$ cat config.mk
export PLATFORM = sky130hd
export DESIGN_NAME = chgreg_regs
export DESIGN_NICKNAME = d
export VERILOG_FILES = /design/src/hw/chgreg_pkg.sv /design/src/hw/chgreg_regs.sv
export SDC_FILE = /design/constraint.sdc
export NUM_CORES = 1
export LEC_CHECK = 0
export BUFFER_PORTS_ARGS = -buffer_cell sky130_fd_sc_hd__buf_2
export CAP_MARGIN = 25
export CELL_PAD_IN_SITES_DETAIL_PLACEMENT = 0
export CELL_PAD_IN_SITES_GLOBAL_PLACEMENT = 2
export CORE_MARGIN = 8
export CORE_UTILIZATION = 39
export CTS_CLUSTER_DIAMETER = 40
export CTS_CLUSTER_SIZE = 12
export DETAILED_ROUTE_END_ITERATION = 8
export GPL_TIMING_DRIVEN = 0
export PLACE_DENSITY = 0.92
export SLEW_MARGIN = 20
export SYNTH_ARGS = -nofsm -noshare
export SYNTH_HDL_FRONTEND = slang
export SYNTH_SLANG_ARGS = --single-unit
$ cat constraint.sdc
create_clock -name clk -period 5.8 [get_ports clk]
set_input_delay 0.29 -clock clk [delete_from_list [all_inputs] [get_ports clk]]
set_output_delay 0.29 -clock clk [all_outputs]
set_load 0.005 [all_outputs]
$ cat src/hw/chgreg_pkg.sv
// Purpose: Shared constants for the charger status and configuration registers
// Assumes: Byte-wide register port addressed by 8-bit register index
// Notes: Status codes follow the detail-field encodings of the register map
package chgreg_pkg;
  // Register addresses
  localparam logic [7:0] ADDR_DETAIL_ONE = 8'h14;
  localparam logic [7:0] ADDR_DETAIL_TWO = 8'h15;
  localparam logic [7:0] ADDR_CONTROL_ZERO = 8'h16;
  localparam logic [7:0] ADDR_CONTROL_ONE = 8'h17;
  localparam logic [7:0] ADDR_FAST_CURRENT = 8'h18;
  localparam logic [7:0] ADDR_WATCHDOG_CLEAR = 8'h1B;
  // Reset values
  localparam logic [3:0] RST_MODE = 4'h5;
  localparam logic [7:0] RST_CONTROL_ONE = 8'hD9;
  localparam logic [7:0] RST_FAST_CURRENT = 8'h40;
  localparam logic [1:0] WDT_CLEAR_CODE = 2'h1;
  // Battery detail codes
  localparam logic [2:0] BAT_REMOVED = 3'h0;
  localparam logic [2:0] BAT_BELOW_PRECHG = 3'h1;
  localparam logic [2:0] BAT_TIMER_FAULT = 3'h2;
  localparam logic [2:0] BAT_OKAY = 3'h3;
  localparam logic [2:0] BAT_LOW = 3'h4;
  localparam logic [2:0] BAT_OVERVOLT = 3'h5;
  localparam logic [2:0] BAT_OVERCURR = 3'h6;
  localparam logic [2:0] BAT_UNAVAIL = 3'h7;
  // Charger detail codes
  localparam logic [3:0] CHG_PRECHG = 4'h0;
  localparam logic [3:0] CHG_FAST_CC = 4'h1;
  localparam logic [3:0] CHG_FAST_CV = 4'h2;
  localparam logic [3:0] CHG_TOPOFF = 4'h3;
  localparam logic [3:0] CHG_DONE = 4'h4;
  localparam logic [3:0] CHG_RES_CONFIG = 4'h5;
  localparam logic [3:0] CHG_TIMER_FAULT = 4'h6;
  localparam logic [3:0] CHG_SWITCH_OFF = 4'h7;
  localparam logic [3:0] CHG_OFF = 4'h8;
  localparam logic [3:0] CHG_THERMAL = 4'hA;
  localparam logic [3:0] CHG_WATCHDOG = 4'hB;
  localparam logic [3:0] CHG_ZONE_LIMIT = 4'hC;
  localparam logic [3:0] CHG_THM_REMOVED = 4'hD;
  // Thermistor zones
  localparam logic [2:0] THM_COLD = 3'h0;
  localparam logic [2:0] THM_NORMAL = 3'h2;
  localparam logic [2:0] THM_HOT = 3'h4;
  localparam logic [2:0] THM_REMOVED = 3'h5;
  localparam logic [2:0] THM_DISABLED = 3'h6;
  // Modes
  localparam logic [3:0] MODE_BUCK_ONLY = 4'h4;
  localparam logic [3:0] MODE_REVERSE = 4'hA;
  localparam logic [1:0] RESTART_OFF = 2'h3;
  // Timing
  localparam int CLK_HZ = 40000000;
  localparam int OVERVOLT_MS = 30;
  localparam int OVERCURR_MS = 3;
  localparam int OVERVOLT_CYCLES = CLK_HZ / 1000 * OVERVOLT_MS;
  localparam int OVERCURR_CYCLES = CLK_HZ / 1000 * OVERCURR_MS;
  localparam int WDT_PERIOD_S = 80;
  localparam longint WDT_CYCLES = longint'(CLK_HZ) * WDT_PERIOD_S;
  // Charger state machine
  typedef enum logic [2:0] {
    CS_IDLE, CS_PRECHG, CS_FAST_CC, CS_FAST_CV, CS_TOPOFF, CS_DONE, CS_FAULT
  } chgreg_state_type;
endpackage : chgreg_pkg

$ cat src/hw/chgreg_regs.sv
// Purpose: Charger status and configuration register bank with its control logic
// Assumes: Host bus already decoded to byte strobes; analog inputs synchronous to clk
// Notes: Status fields are registered every cycle so a read sees one coherent snapshot
// Behaviour
// - Temperature-regulation bit 7 follows junction temperature against regulation threshold.
// - Battery detail priority: overcurrent, missing, overvoltage, timer fault, below prequal.
// - Battery-only mode reports code 7, or code 6 on overcurrent; only overcurrent monitored.
// - Overvoltage code 5 after 30ms above threshold, only with valid input.
// - Overcurrent code 6 when 3ms overcurrent seen since last detail read.
// - Battery detail codes 0 to 4: removed, precharge, timer, okay, low.
// - Charger detail codes 0 to 4: precharge, CC, CV, top-off, done.
// - Charger detail fault codes 5 to D; 9, E, F reserved.
// - Thermistor detail zones coded 0 to 6, 7 reserved.
// - Switching frequency reported in bits 2:1 of detail two.
// - Cell count reported in bit 0 of detail two.
// - Programming-source bit is set-only; writing zero is ignored.
// - Setting programming source clears resistor-config suspension and restarts charging.
// - With programming source clear, limits come from resistor straps.
// - Battery-switch disable forces switch off; readback ORs pin state.
// - Standby bit forces converter off; otherwise power path controls it.
// - Watchdog enabled needs periodic clear write, else charging stops, code B.
// - Mode field selects off, buck, charge or reverse buck; readback active.
// - Prequal enable bit 7; prequal timer bit 6 gates prequal timer fault.
// - Restart threshold field 5:4; code 3 disables restart.
// - Fast-charge timer: 0 disabled, 1-6 three to eight hours, 7 ten.
// - Fast-charge current resets to 0x40, 6.25mA steps; readback applied value.
// - Charger-change flag sets when charger okay changes, clears on read.
`timescale 1ns/1ps
`default_nettype none
module chgreg_regs #(
  parameter longint WDT_CYCLES = chgreg_pkg::WDT_CYCLES,
  parameter int OVERVOLT_CYCLES = chgreg_pkg::OVERVOLT_CYCLES,
  parameter int OVERCURR_CYCLES = chgreg_pkg::OVERCURR_CYCLES
) (
  // Clock and reset
  input wire logic clk,
  input wire logic srst,
  // Register port
  input wire logic [7:0] regAddr,
  input wire logic regWrite,
  input wire logic regRead,
  input wire logic [7:0] regWdata,
  output logic [7:0] regRdata,
  // Analog comparator and strap inputs
  input wire logic inputValid,
  input wire logic batteryOnly,
  input wire logic junctionOverReg,
  input wire logic thermalShutdown,
  input wire logic battSysOvercurrent,
  input wire logic battOvervoltage,
  input wire logic battMissing,
  input wire logic battBelowPrechg,
  input wire logic battBelowSysmin,
  input wire logic battAtRegulation,
  input wire logic chargeBelowTopoff,
  input wire logic battBelowRestart,
  input wire logic fastTimerExpired,
  input wire logic prequalTimerExpired,
  input wire logic resistorConfigBad,
  input wire logic [2:0] thermistorZone,
  input wire logic [1:0] switchFreqStrap,
  input wire logic cellCountStrap,
  input wire logic batterySwitchDisablePin,
  input wire logic [7:0] strapChargeCurrent,
  // Outputs to power stage
  output logic chargeEnable,
  output logic converterEnable,
  output logic reverseBuckEnable,
  output logic batterySwitchOff,
  output logic inputStandby,
  output logic [7:0] appliedChargeCurrent,
  output logic chargerChangeFlag
);
  logic hostProgramSelect;
  logic batterySwitchDisable;
  logic inputStandbyEnable;
  logic watchdogEnable;
  logic [3:0] mode;
  logic [7:0] controlOne;
  logic [7:0] fastChargeCurrent;
  logic tempRegulationFlag;
  logic [2:0] batteryDetail;
  logic [3:0] chargerDetail;
  logic [2:0] thermistorDetail;
  logic [1:0] switchFreqDetail;
  logic cellCountDetail;
  logic chargerOkay;
  logic resSuspended;
  logic watchdogExpired;
  logic [39:0] wdtCount;
  logic [31:0] ovCount;
  logic [31:0] ocCount;
  logic ovFlag;
  logic ocLatched;
  logic [2:0] next_batteryDetail;
  logic [3:0] next_chargerDetail;
  logic next_chargerOkay;
  chgreg_pkg::chgreg_state_type state;

  function automatic logic isWrite(input logic [7:0] a, input logic [7:0] target,
                                   input logic we);
    isWrite = we && (a == target);
  endfunction : isWrite

  wire logic readDetailOne = regRead && (regAddr == chgreg_pkg::ADDR_DETAIL_ONE);
  wire logic chargeMode = mode[3:2] == 2'h1 && mode[1:0] != 2'h0;
  wire logic [1:0] restartThreshold = controlOne[5:4];
  wire logic prequalEnable = controlOne[7];
  wire logic prequalTimerEnable = controlOne[6];
  wire logic [2:0] fastChargeTimer = controlOne[2:0];

  // Control register zero
  always_ff @(posedge clk) begin
    if (srst) begin
      hostProgramSelect <= 1'b0;
      batterySwitchDisable <= 1'b0;
      inputStandbyEnable <= 1'b0;
      watchdogEnable <= 1'b0;
      mode <= chgreg_pkg::RST_MODE;
    end else if (isWrite(regAddr, chgreg_pkg::ADDR_CONTROL_ZERO, regWrite)) begin
      if (regWdata[7]) begin
        hostProgramSelect <= 1'b1;
      end
      batterySwitchDisable <= regWdata[6];
      inputStandbyEnable <= regWdata[5];
      watchdogEnable <= regWdata[4];
      // Reserved codes are not accepted so readback stays an active setting
      if (!(regWdata[3:0] inside {4'h8, 4'h9, 4'hB, 4'hC, 4'hD, 4'hE, 4'hF})) begin
        mode <= regWdata[3:0];
      end
    end
  end

  // Control register one and charge current
  always_ff @(posedge clk) begin
    if (srst) begin
      controlOne <= chgreg_pkg::RST_CONTROL_ONE;
      fastChargeCurrent <= chgreg_pkg::RST_FAST_CURRENT;
    end else begin
      if (isWrite(regAddr, chgreg_pkg::ADDR_CONTROL_ONE, regWrite)) begin
        controlOne <= regWdata;
      end
      if (isWrite(regAddr, chgreg_pkg::ADDR_FAST_CURRENT, regWrite)) begin
        fastChargeCurrent <= regWdata;
      end
    end
  end

  // Resistor-configuration suspension, released by selecting host programming
  always_ff @(posedge clk) begin
    if (srst) begin
      resSuspended <= 1'b0;
    end else if (isWrite(regAddr, chgreg_pkg::ADDR_CONTROL_ZERO, regWrite) && regWdata[7]) begin
      resSuspended <= 1'b0;
    end else if (!hostProgramSelect && resistorConfigBad) begin
      resSuspended <= 1'b1;
    end
  end

  // Watchdog: period restarts on a clear write while enabled
  always_ff @(posedge clk) begin
    if (srst || !watchdogEnable) begin
      wdtCount <= '0;
      watchdogExpired <= 1'b0;
    end else if (isWrite(regAddr, chgreg_pkg::ADDR_WATCHDOG_CLEAR, regWrite)
                 && regWdata[1:0] == chgreg_pkg::WDT_CLEAR_CODE) begin
      wdtCount <= '0;
      watchdogExpired <= 1'b0;
    end else if (wdtCount >= 40'(WDT_CYCLES - 1)) begin
      watchdogExpired <= 1'b1;
    end else begin
      wdtCount <= wdtCount + 40'h1;
    end
  end

  // Overvoltage debounce needs a valid input the whole time
  always_ff @(posedge clk) begin
    if (srst || !battOvervoltage || !inputValid || batteryOnly) begin
      ovCount <= '0;
      ovFlag <= 1'b0;
    end else if (ovCount >= 32'(OVERVOLT_CYCLES - 1)) begin
      ovFlag <= 1'b1;
    end else begin
      ovCount <= ovCount + 32'h1;
    end
  end

  // Overcurrent is latched until the detail register is read; a new event wins
  always_ff @(posedge clk) begin
    if (srst) begin
      ocCount <= '0;
      ocLatched <= 1'b0;
    end else begin
      if (!battSysOvercurrent) begin
        ocCount <= '0;
      end else if (ocCount < 32'(OVERCURR_CYCLES)) begin
        ocCount <= ocCount + 32'h1;
      end
      if (battSysOvercurrent && ocCount >= 32'(OVERCURR_CYCLES - 1)) begin
        ocLatched <= 1'b1;
      end else if (readDetailOne) begin
        ocLatched <= 1'b0;
      end
    end
  end

  // Charger state machine
  always_ff @(posedge clk) begin
    if (srst) begin
      state <= chgreg_pkg::CS_IDLE;
    end else if (!chargeEnable) begin
      state <= chgreg_pkg::CS_IDLE;
    end else begin
      unique case (state)
        chgreg_pkg::CS_IDLE: begin
          state <= (prequalEnable && battBelowSysmin) ? chgreg_pkg::CS_PRECHG
                                                      : chgreg_pkg::CS_FAST_CC;
        end
        chgreg_pkg::CS_PRECHG: begin
          if (prequalTimerEnable && prequalTimerExpired) begin
            state <= chgreg_pkg::CS_FAULT;
          end else if (!battBelowSysmin) begin
            state <= chgreg_pkg::CS_FAST_CC;
          end
        end
        chgreg_pkg::CS_FAST_CC: begin
          if (fastChargeTimer != 3'h0 && fastTimerExpired) begin
            state <= chgreg_pkg::CS_FAULT;
          end else if (battAtRegulation) begin
            state <= chgreg_pkg::CS_FAST_CV;
          end
        end
        chgreg_pkg::CS_FAST_CV: begin
          if (fastChargeTimer != 3'h0 && fastTimerExpired) begin
            state <= chgreg_pkg::CS_FAULT;
          end else if (chargeBelowTopoff) begin
            state <= chgreg_pkg::CS_TOPOFF;
          end
        end
        chgreg_pkg::CS_TOPOFF: begin
          if (fastTimerExpired) begin
            state <= chgreg_pkg::CS_DONE;
          end
        end
        chgreg_pkg::CS_DONE: begin
          if (restartThreshold != chgreg_pkg::RESTART_OFF && battBelowRestart) begin
            state <= chgreg_pkg::CS_FAST_CC;
          end
        end
        chgreg_pkg::CS_FAULT: begin
          state <= chgreg_pkg::CS_FAULT;
        end
      endcase
    end
  end

  // Battery detail with fault priority
  always_comb begin
    if (batteryOnly) begin
      next_batteryDetail = ocLatched ? chgreg_pkg::BAT_OVERCURR : chgreg_pkg::BAT_UNAVAIL;
    end else if (ocLatched) begin
      next_batteryDetail = chgreg_pkg::BAT_OVERCURR;
    end else if (battMissing || thermistorZone == chgreg_pkg::THM_REMOVED) begin
      next_batteryDetail = chgreg_pkg::BAT_REMOVED;
    end else if (ovFlag) begin
      next_batteryDetail = chgreg_pkg::BAT_OVERVOLT;
    end else if (state == chgreg_pkg::CS_FAULT) begin
      next_batteryDetail = chgreg_pkg::BAT_TIMER_FAULT;
    end else if (battBelowPrechg) begin
      next_batteryDetail = chgreg_pkg::BAT_BELOW_PRECHG;
    end else if (battBelowSysmin) begin
      next_batteryDetail = chgreg_pkg::BAT_LOW;
    end else begin
      next_batteryDetail = chgreg_pkg::BAT_OKAY;
    end
  end

  // Charger detail, most severe cause first
  always_comb begin
    next_chargerOkay = 1'b0;
    if (thermalShutdown) begin
      next_chargerDetail = chgreg_pkg::CHG_THERMAL;
    end else if (resSuspended) begin
      next_chargerDetail = chgreg_pkg::CHG_RES_CONFIG;
    end else if (watchdogExpired) begin
      next_chargerDetail = chgreg_pkg::CHG_WATCHDOG;
    end else if (!inputValid || !chargeMode || inputStandbyEnable) begin
      next_chargerDetail = chgreg_pkg::CHG_OFF;
      next_chargerOkay = 1'b1;
    end else if (batterySwitchDisable || batterySwitchDisablePin) begin
      next_chargerDetail = chgreg_pkg::CHG_SWITCH_OFF;
    end else if (thermistorZone == chgreg_pkg::THM_REMOVED) begin
      next_chargerDetail = chgreg_pkg::CHG_THM_REMOVED;
    end else if (state == chgreg_pkg::CS_FAULT) begin
      next_chargerDetail = chgreg_pkg::CHG_TIMER_FAULT;
    end else if (thermistorZone != chgreg_pkg::THM_NORMAL
                 && thermistorZone != chgreg_pkg::THM_DISABLED) begin
      next_chargerDetail = chgreg_pkg::CHG_ZONE_LIMIT;
    end else begin
      next_chargerOkay = !junctionOverReg && state != chgreg_pkg::CS_DONE;
      unique case (state)
        chgreg_pkg::CS_FAST_CC: next_chargerDetail = chgreg_pkg::CHG_FAST_CC;
        chgreg_pkg::CS_FAST_CV: next_chargerDetail = chgreg_pkg::CHG_FAST_CV;
        chgreg_pkg::CS_TOPOFF: next_chargerDetail = chgreg_pkg::CHG_TOPOFF;
        chgreg_pkg::CS_DONE: next_chargerDetail = chgreg_pkg::CHG_DONE;
        default: next_chargerDetail = chgreg_pkg::CHG_PRECHG;
      endcase
    end
  end

  // Status snapshot
  always_ff @(posedge clk) begin
    if (srst) begin
      tempRegulationFlag <= 1'b0;
      batteryDetail <= chgreg_pkg::BAT_UNAVAIL;
      chargerDetail <= chgreg_pkg::CHG_OFF;
      chargerOkay <= 1'b1;
      thermistorDetail <= chgreg_pkg::THM_NORMAL;
      switchFreqDetail <= 2'h0;
      cellCountDetail <= 1'b0;
    end else begin
      tempRegulationFlag <= junctionOverReg;
      batteryDetail <= next_batteryDetail;
      chargerDetail <= next_chargerDetail;
      chargerOkay <= next_chargerOkay;
      thermistorDetail <= (thermistorZone == 3'h7) ? chgreg_pkg::THM_DISABLED
                                                   : thermistorZone;
      switchFreqDetail <= (switchFreqStrap == 2'h3) ? 2'h0 : switchFreqStrap;
      cellCountDetail <= cellCountStrap;
    end
  end

  // Change flag: a change in the same cycle as the read keeps the flag set
  always_ff @(posedge clk) begin
    if (srst) begin
      chargerChangeFlag <= 1'b0;
    end else if (next_chargerOkay != chargerOkay) begin
      chargerChangeFlag <= 1'b1;
    end else if (regRead && regAddr == chgreg_pkg::ADDR_WATCHDOG_CLEAR - 8'h1) begin
      chargerChangeFlag <= 1'b0;
    end
  end

  // Power-stage controls
  always_ff @(posedge clk) begin
    if (srst) begin
      chargeEnable <= 1'b0;
      converterEnable <= 1'b0;
      reverseBuckEnable <= 1'b0;
      batterySwitchOff <= 1'b0;
      inputStandby <= 1'b0;
      appliedChargeCurrent <= chgreg_pkg::RST_FAST_CURRENT;
    end else begin
      chargeEnable <= chargeMode && inputValid && !inputStandbyEnable && !resSuspended
                      && !watchdogExpired && !thermalShutdown;
      converterEnable <= !inputStandbyEnable
                         && (mode == chgreg_pkg::MODE_BUCK_ONLY || chargeMode);
      reverseBuckEnable <= mode == chgreg_pkg::MODE_REVERSE;
      batterySwitchOff <= batterySwitchDisable || batterySwitchDisablePin;
      inputStandby <= inputStandbyEnable;
      appliedChargeCurrent <= hostProgramSelect ? fastChargeCurrent
                                                : strapChargeCurrent;
    end
  end

  // Read data
  always_ff @(posedge clk) begin
    if (srst) begin
      regRdata <= 8'h00;
    end else if (regRead) begin
      unique case (regAddr)
        chgreg_pkg::ADDR_DETAIL_ONE:
          regRdata <= {tempRegulationFlag, batteryDetail, chargerDetail};
        chgreg_pkg::ADDR_DETAIL_TWO:
          regRdata <= {1'b0, thermistorDetail, 1'b0, switchFreqDetail, cellCountDetail};
        chgreg_pkg::ADDR_CONTROL_ZERO:
          regRdata <= {hostProgramSelect, batterySwitchDisable || batterySwitchDisablePin,
                       inputStandbyEnable, watchdogEnable, mode};
        chgreg_pkg::ADDR_CONTROL_ONE: regRdata <= controlOne;
        chgreg_pkg::ADDR_FAST_CURRENT: regRdata <= appliedChargeCurrent;
        default: regRdata <= 8'h00;
      endcase
    end
  end
endmodule : chgreg_regs
`default_nettype wire

Word level (Yosys, flattened, before mapping)
Index checks and enable logic that the tools add are counted.
- $add $sub $neg: 3
- $lt $le $gt $ge: 4
- eq/ne operators: 37
- muxes and demuxes: 42
- bitwise logic cells: 3
- reduce and logical (&&, ||, !) cells: 58
- operators with widths (kind ; count):
    $add A32 B1 Y32 const B ; 2
    $eq A8 B5 Y1 const B ; 7
    $mux W3 ; 16
    $add A40 B1 Y40 const B ; 1
    $ge A40 B32 Y1 const B ; 1
    $pmux W8 S5 ; 1
    $eq A4 B4 Y1 const B ; 8
    $ge A32 B17 Y1 const B ; 1
    $ge A32 B21 Y1 const B ; 1
    $lt A32 B17 Y1 const B ; 1
    $mux W4 ; 7
    $logic_and A1 B1 Y1 ; 23
    $pmux W3 S7 ; 1
    $eq A3 B3 Y1 const B ; 5
    $ne A3 B3 Y1 const B ; 5
    $reduce_or A2 Y1 ; 7
    $mux W1 ; 13
    $pmux W3 S4 ; 1
    $logic_not A1 Y1 ; 10
    $logic_or A1 B1 Y1 ; 9
    $mux W8 ; 1
    $reduce_bool A7 Y1 ; 1
    $eq A3 B2 Y1 const B ; 2
    $ne A2 B2 Y1 const B ; 3
    other kinds (13) ; 20
- flip-flop bits (word level): 172
- input port bits: 50

Logic depth before layout (Yosys ltp)
- word-level depth: 12
- depth in mapped cells: 9

Worst setup path before layout
OpenSTA, ideal clock, no wires.
- kind: input -> register
- start point: input regAddr[5]
- end point: register wdtCount[37]
- setup time: 0.115 ns
- data arrival time: 2.225 ns
- slack: 3.461 ns
- stages: 6
- cell sequence: or4b_4 > or3b_4 > or4b_4 > and3_4 > buf_6 > and2_1
- cells in the longest elaborated chain, start to end: 4
- RTL lines (what ; RTL line ; RTL):
    from (decl) ; chgreg_regs.sv:39 ; input wire logic [7:0] regAddr,
    $eq A8 B5 Y1 ; chgreg_regs.sv:102 ; isWrite = we && (a == target);
    $logic_and A1 B1 Y1 ; chgreg_regs.sv:102 ;
    $logic_and A1 B1 Y1 ; chgreg_regs.sv:166 ; && regWdata[1:0] == chgreg_pkg::WDT_CLEAR_CODE) begin
    $reduce_or A2 Y1 (no line) ; -- ;
    to (signal assigned) ; chgreg_regs.sv:172 ; wdtCount <= wdtCount + 40'h1;
    to (decl) ; chgreg_regs.sv:90 ; logic [39:0] wdtCount;
Every way passes these cells.
A chain may end at the register's enable or synchronous reset.

Worst setup path after layout
- start point: register wdtCount[3]
- end point: register wdtCount[26]
- cells in the longest elaborated chain, start to end: 1
- elaborated cells on any way between the ends: 2
- classes of those cells: add/sub (1); order compare (1)
- RTL lines (what ; RTL line):
    $add A40 B1 Y40 / $ge A40 B32 Y1 (equally long branches) ; chgreg_regs.sv:172, chgreg_regs.sv:169
Several ways; a longest one is shown, not always the timed one.

==> summary.txt <==
Worst setup path
  • Worst path slowest cell: nor3_1
  • Top Family by Delay on Critical Path: simple AND/OR/NAND/NOR gates
  • Data arrival time of the critical path: 3.05 ns
  • Worst path bufs/invs: 0
  • Setup slack, reg-to-reg: 3.12 ns
  • CP Launch Type: flop
  • Worst Setup Path Type: flop to flop
  • R2R Path Start: wdtCount[3]
  • Crit-path cells: nand4_1 > nor3_1 > nor4b_2 > nand2_1 > or4_1 > nand2_1
  • Cell mode on critical path: nand2_1
  • Worst path max stage delay: between 0.6 and 0.7 ns
  • Crit end category: flop
  • Max Fanout on Critical Path: 7
  • Critical R2R Capture: wdtCount[26]
  • Crit path depth: 6
  • Worst r2r path cells: 6
  • Critical Path RT: 6.18 ns

Routing
  • Via count of the routed design: 5,936
  • DR iter-0 viols: 371
  • Vias per cell: 5.18
  • WL/cell: between 15 and 20 um
  • # DRC: 0
  • Drt total wl: roughly 18 mm
  • Post-route ant nets: 0
  • DRT Pass-1 Iters: 5

Placed design
  • Port Buffers: 68
  • DP Wirelength: 13.0 mm
  • Gp weighted congestion: 0.783
  • Post-Place Cell Area: a little under 8000 um^2
  • Post-place setup slack: 3.10 ns

Global route
  • Vias in the first global route: 5,650
  • M3 GR Usage: 0.0417
  • Met2 GRT Util: 0.230
  • Total congestion overflow: 0
  • Initial antenna violation count: 0
  • Tot GR Track Use: 0.152
  • Busiest grt layer: met2
  • Global-route wire length before repair: roughly 29 mm
  • Global routing met1 resource utilization: 0.210
  • Largest net degree at the start of global routing: 17

Synthesis
  • Synth Flop Type: dfxtp_1
  • Synth warn: 0
  • Synth Cell Area: approximately 7300 um^2
  • Asr flop ratio synth: 0
  • Post-Syn Instances: 812
  • Average cell area after synthesis: 8.98 um^2
  • EDFF count, synth: 0
  • Seq/Total Area, Yosys: 0.472
  • Syn Nets: 865
  • Synthesized flop and latch total: 172
  • Yosys cell types: 57

STA
  • Final setup TNS: 0 ns
  • Final Cycle Share: 0.462
  • Clock Skews: 0.00664 ns
  • Post-layout min period: 2.68 ns
  • Final hold vios: 0
  • Rel. slew slack: 0.541
  • Fin Hold WS: 0.0333 ns
  • Setup violators final: 0
  • Final WS setup: approximately 3.1 ns
  • Fmax: 373 MHz
  • Worst-Margin Slew: 0.689 ns
  • RSZ-0062 raised after global routing: no
  • Slew Limit Fails: 0

Finish
  • Commonest non-fill, non-tap cell in the layout: dfxtp_1
  • Final Cell Area: approximately 8500 um^2
  • Layout cells sized above 1: 0.140
  • Fill cells: 1,807
  • Syn-to-layout area delta: 16.5%
  • Nets@finish: 952
  • FF+latch area: 3440 um^2
  • # diodes: 0
  • Area of the multi-input gates: 3620 um^2
  • Commonest non-fill, non-tap cells in the layout: dfxtp_1 (172), nor2_1 (94), buf_2 (71)

Hold path
  • Hold Crit Class: input port to flop
  • Hold Path Origin: switchFreqStrap[0]
  • Hold Path Stages: 2
  • Worst Hold Path EP: switchFreqDetail[1]

Clock network
  • Clk Latency, worst-skew pair: 0.43 ns
  • CTS root buf: clkbuf_16
  • CTS Sinks: about 170
  • Clock slew at reported path FFs: roughly 0.07 ns
  • CTS Buf Count: 17
  • Clock buffer depth: 2
  • TritonCTS clock tree: done
  • Htree depth: 4
  • Postcts setup bufs: 0
  • Post-CTS Hold Fix Bufs: 0
  • Resized Gates After CTS: 0

Run status
  • Status: finished clean

Die
  • Initial Util: 0.394
  • Core Rows: 50
  • Area of the die: approximately 23,000 um^2
  • Core Area: 18,500 um^2
  • Die Ht: approximately 150 um
  • Number of I/O pins: roughly 70
  • Die width: around 150 um

Pwr
  • Maximum VDD drop: 0.194 mV
  • Total chip power: ~2400 uW
  • Pwr Density: 284 nW/um^2
  • LEAKAGE: 0.00320 uW

Job
  • MaxCap Viol Count: 0
[where the power goes]
| group | internal (uW) | switching [uW] | total [uW] |
|---|---|---|---|
| registers | 1200 | 7.79 | 1200 |
| logic | 41.5 | 59.9 | 101 |
| clock network | 601 | 503 | 1100 |
| total | 1840 | 571 | 2410 |
[routing by layer]
| layer | vias to the layer above | part of all wire |
|---|---|---|
| met4 | 0 | 0.0096 |
| met1 | 2766 | 0.51 |
| li1 | 3053 | - |
| met3 | 15 | 0.048 |
| met2 | 102 | 0.44 |
| met5 | - | 0 |
[state kept, by name (all words and copies together) (netlist names), 2 cells and up]
signal / count
wdtCount: 40
ocCount: 32
ovCount: 32
appliedChargeCurrent: 8
controlOne: 8
fastChargeCurrent: 8
regRdata: 8
chargerDetail: 4
mode: 4
batteryDetail: 3
state: 3
thermistorDetail: 3
switchFreqDetail: 2
[synth_stat cells, drive strengths merged, types with 22 or more instances]
cell type    n  area, um^2
nand3       44         225
a21oi       41         205
dfxtp      172        3440
mux2i       22         220
and2        40         250
nand2       68         258
o21ai       27         135
nand4       32         200
nor2        94         353
clkbuf      26        97.6
xor2        44         385
[how the worst max path moves through the flow]
stage	start	to	slack, ns
after floorplan	regAddr[5]	wdtCount[37]	3.46
after global placement	regAddr[5]	wdtCount[30]	3.10
after detailed placement	regAddr[5]	wdtCount[15]	3.10
after CTS	wdtCount[3]	wdtCount[26]	3.14
after global routing	wdtCount[3]	wdtCount[26]	2.79
final	wdtCount[3]	wdtCount[26]	3.12
[worst register-to-register path, cell delays in order (launching register included)]
cell,delay (ns)
dfxtp_1,0.40
nand4_1,0.24
nor3_1,0.62
nor4b_2,0.55
nand2_1,0.25
or4_1,0.50
nand2_1,0.07
[cells by family after synthesis]
group / count (synthesis) / synth area share
compound gates: 119 / 0.101
xor+xnor: 49 / 0.0589
fa+ha+maj: 3 / 0.00515
buf+inv: 50 / 0.0304
flops: 172 / 0.472
mux: 29 / 0.0503
simple gates: 390 / 0.282
[layout make-up]
type,count,area share
Clock buffer,18,0.0506
Multi-Input combinational cell,590,0.427
Inverter,13,0.00575
Clock inverter,14,0.0162
Buffer,37,0.0203
Timing Repair Buffer,68,0.0401
Sequential cell,172,0.406
Tap cell,234,0.0345
[per-stage QoR]
step	std cells	utilization
floorplan	812	-
global placement	1114	0.428
detailed placement	1114	0.428
CTS	1146	0.458
global route	1146	0.458
finish	1146	0.458
No activity file was read; power rests on OpenSTA's default activity.
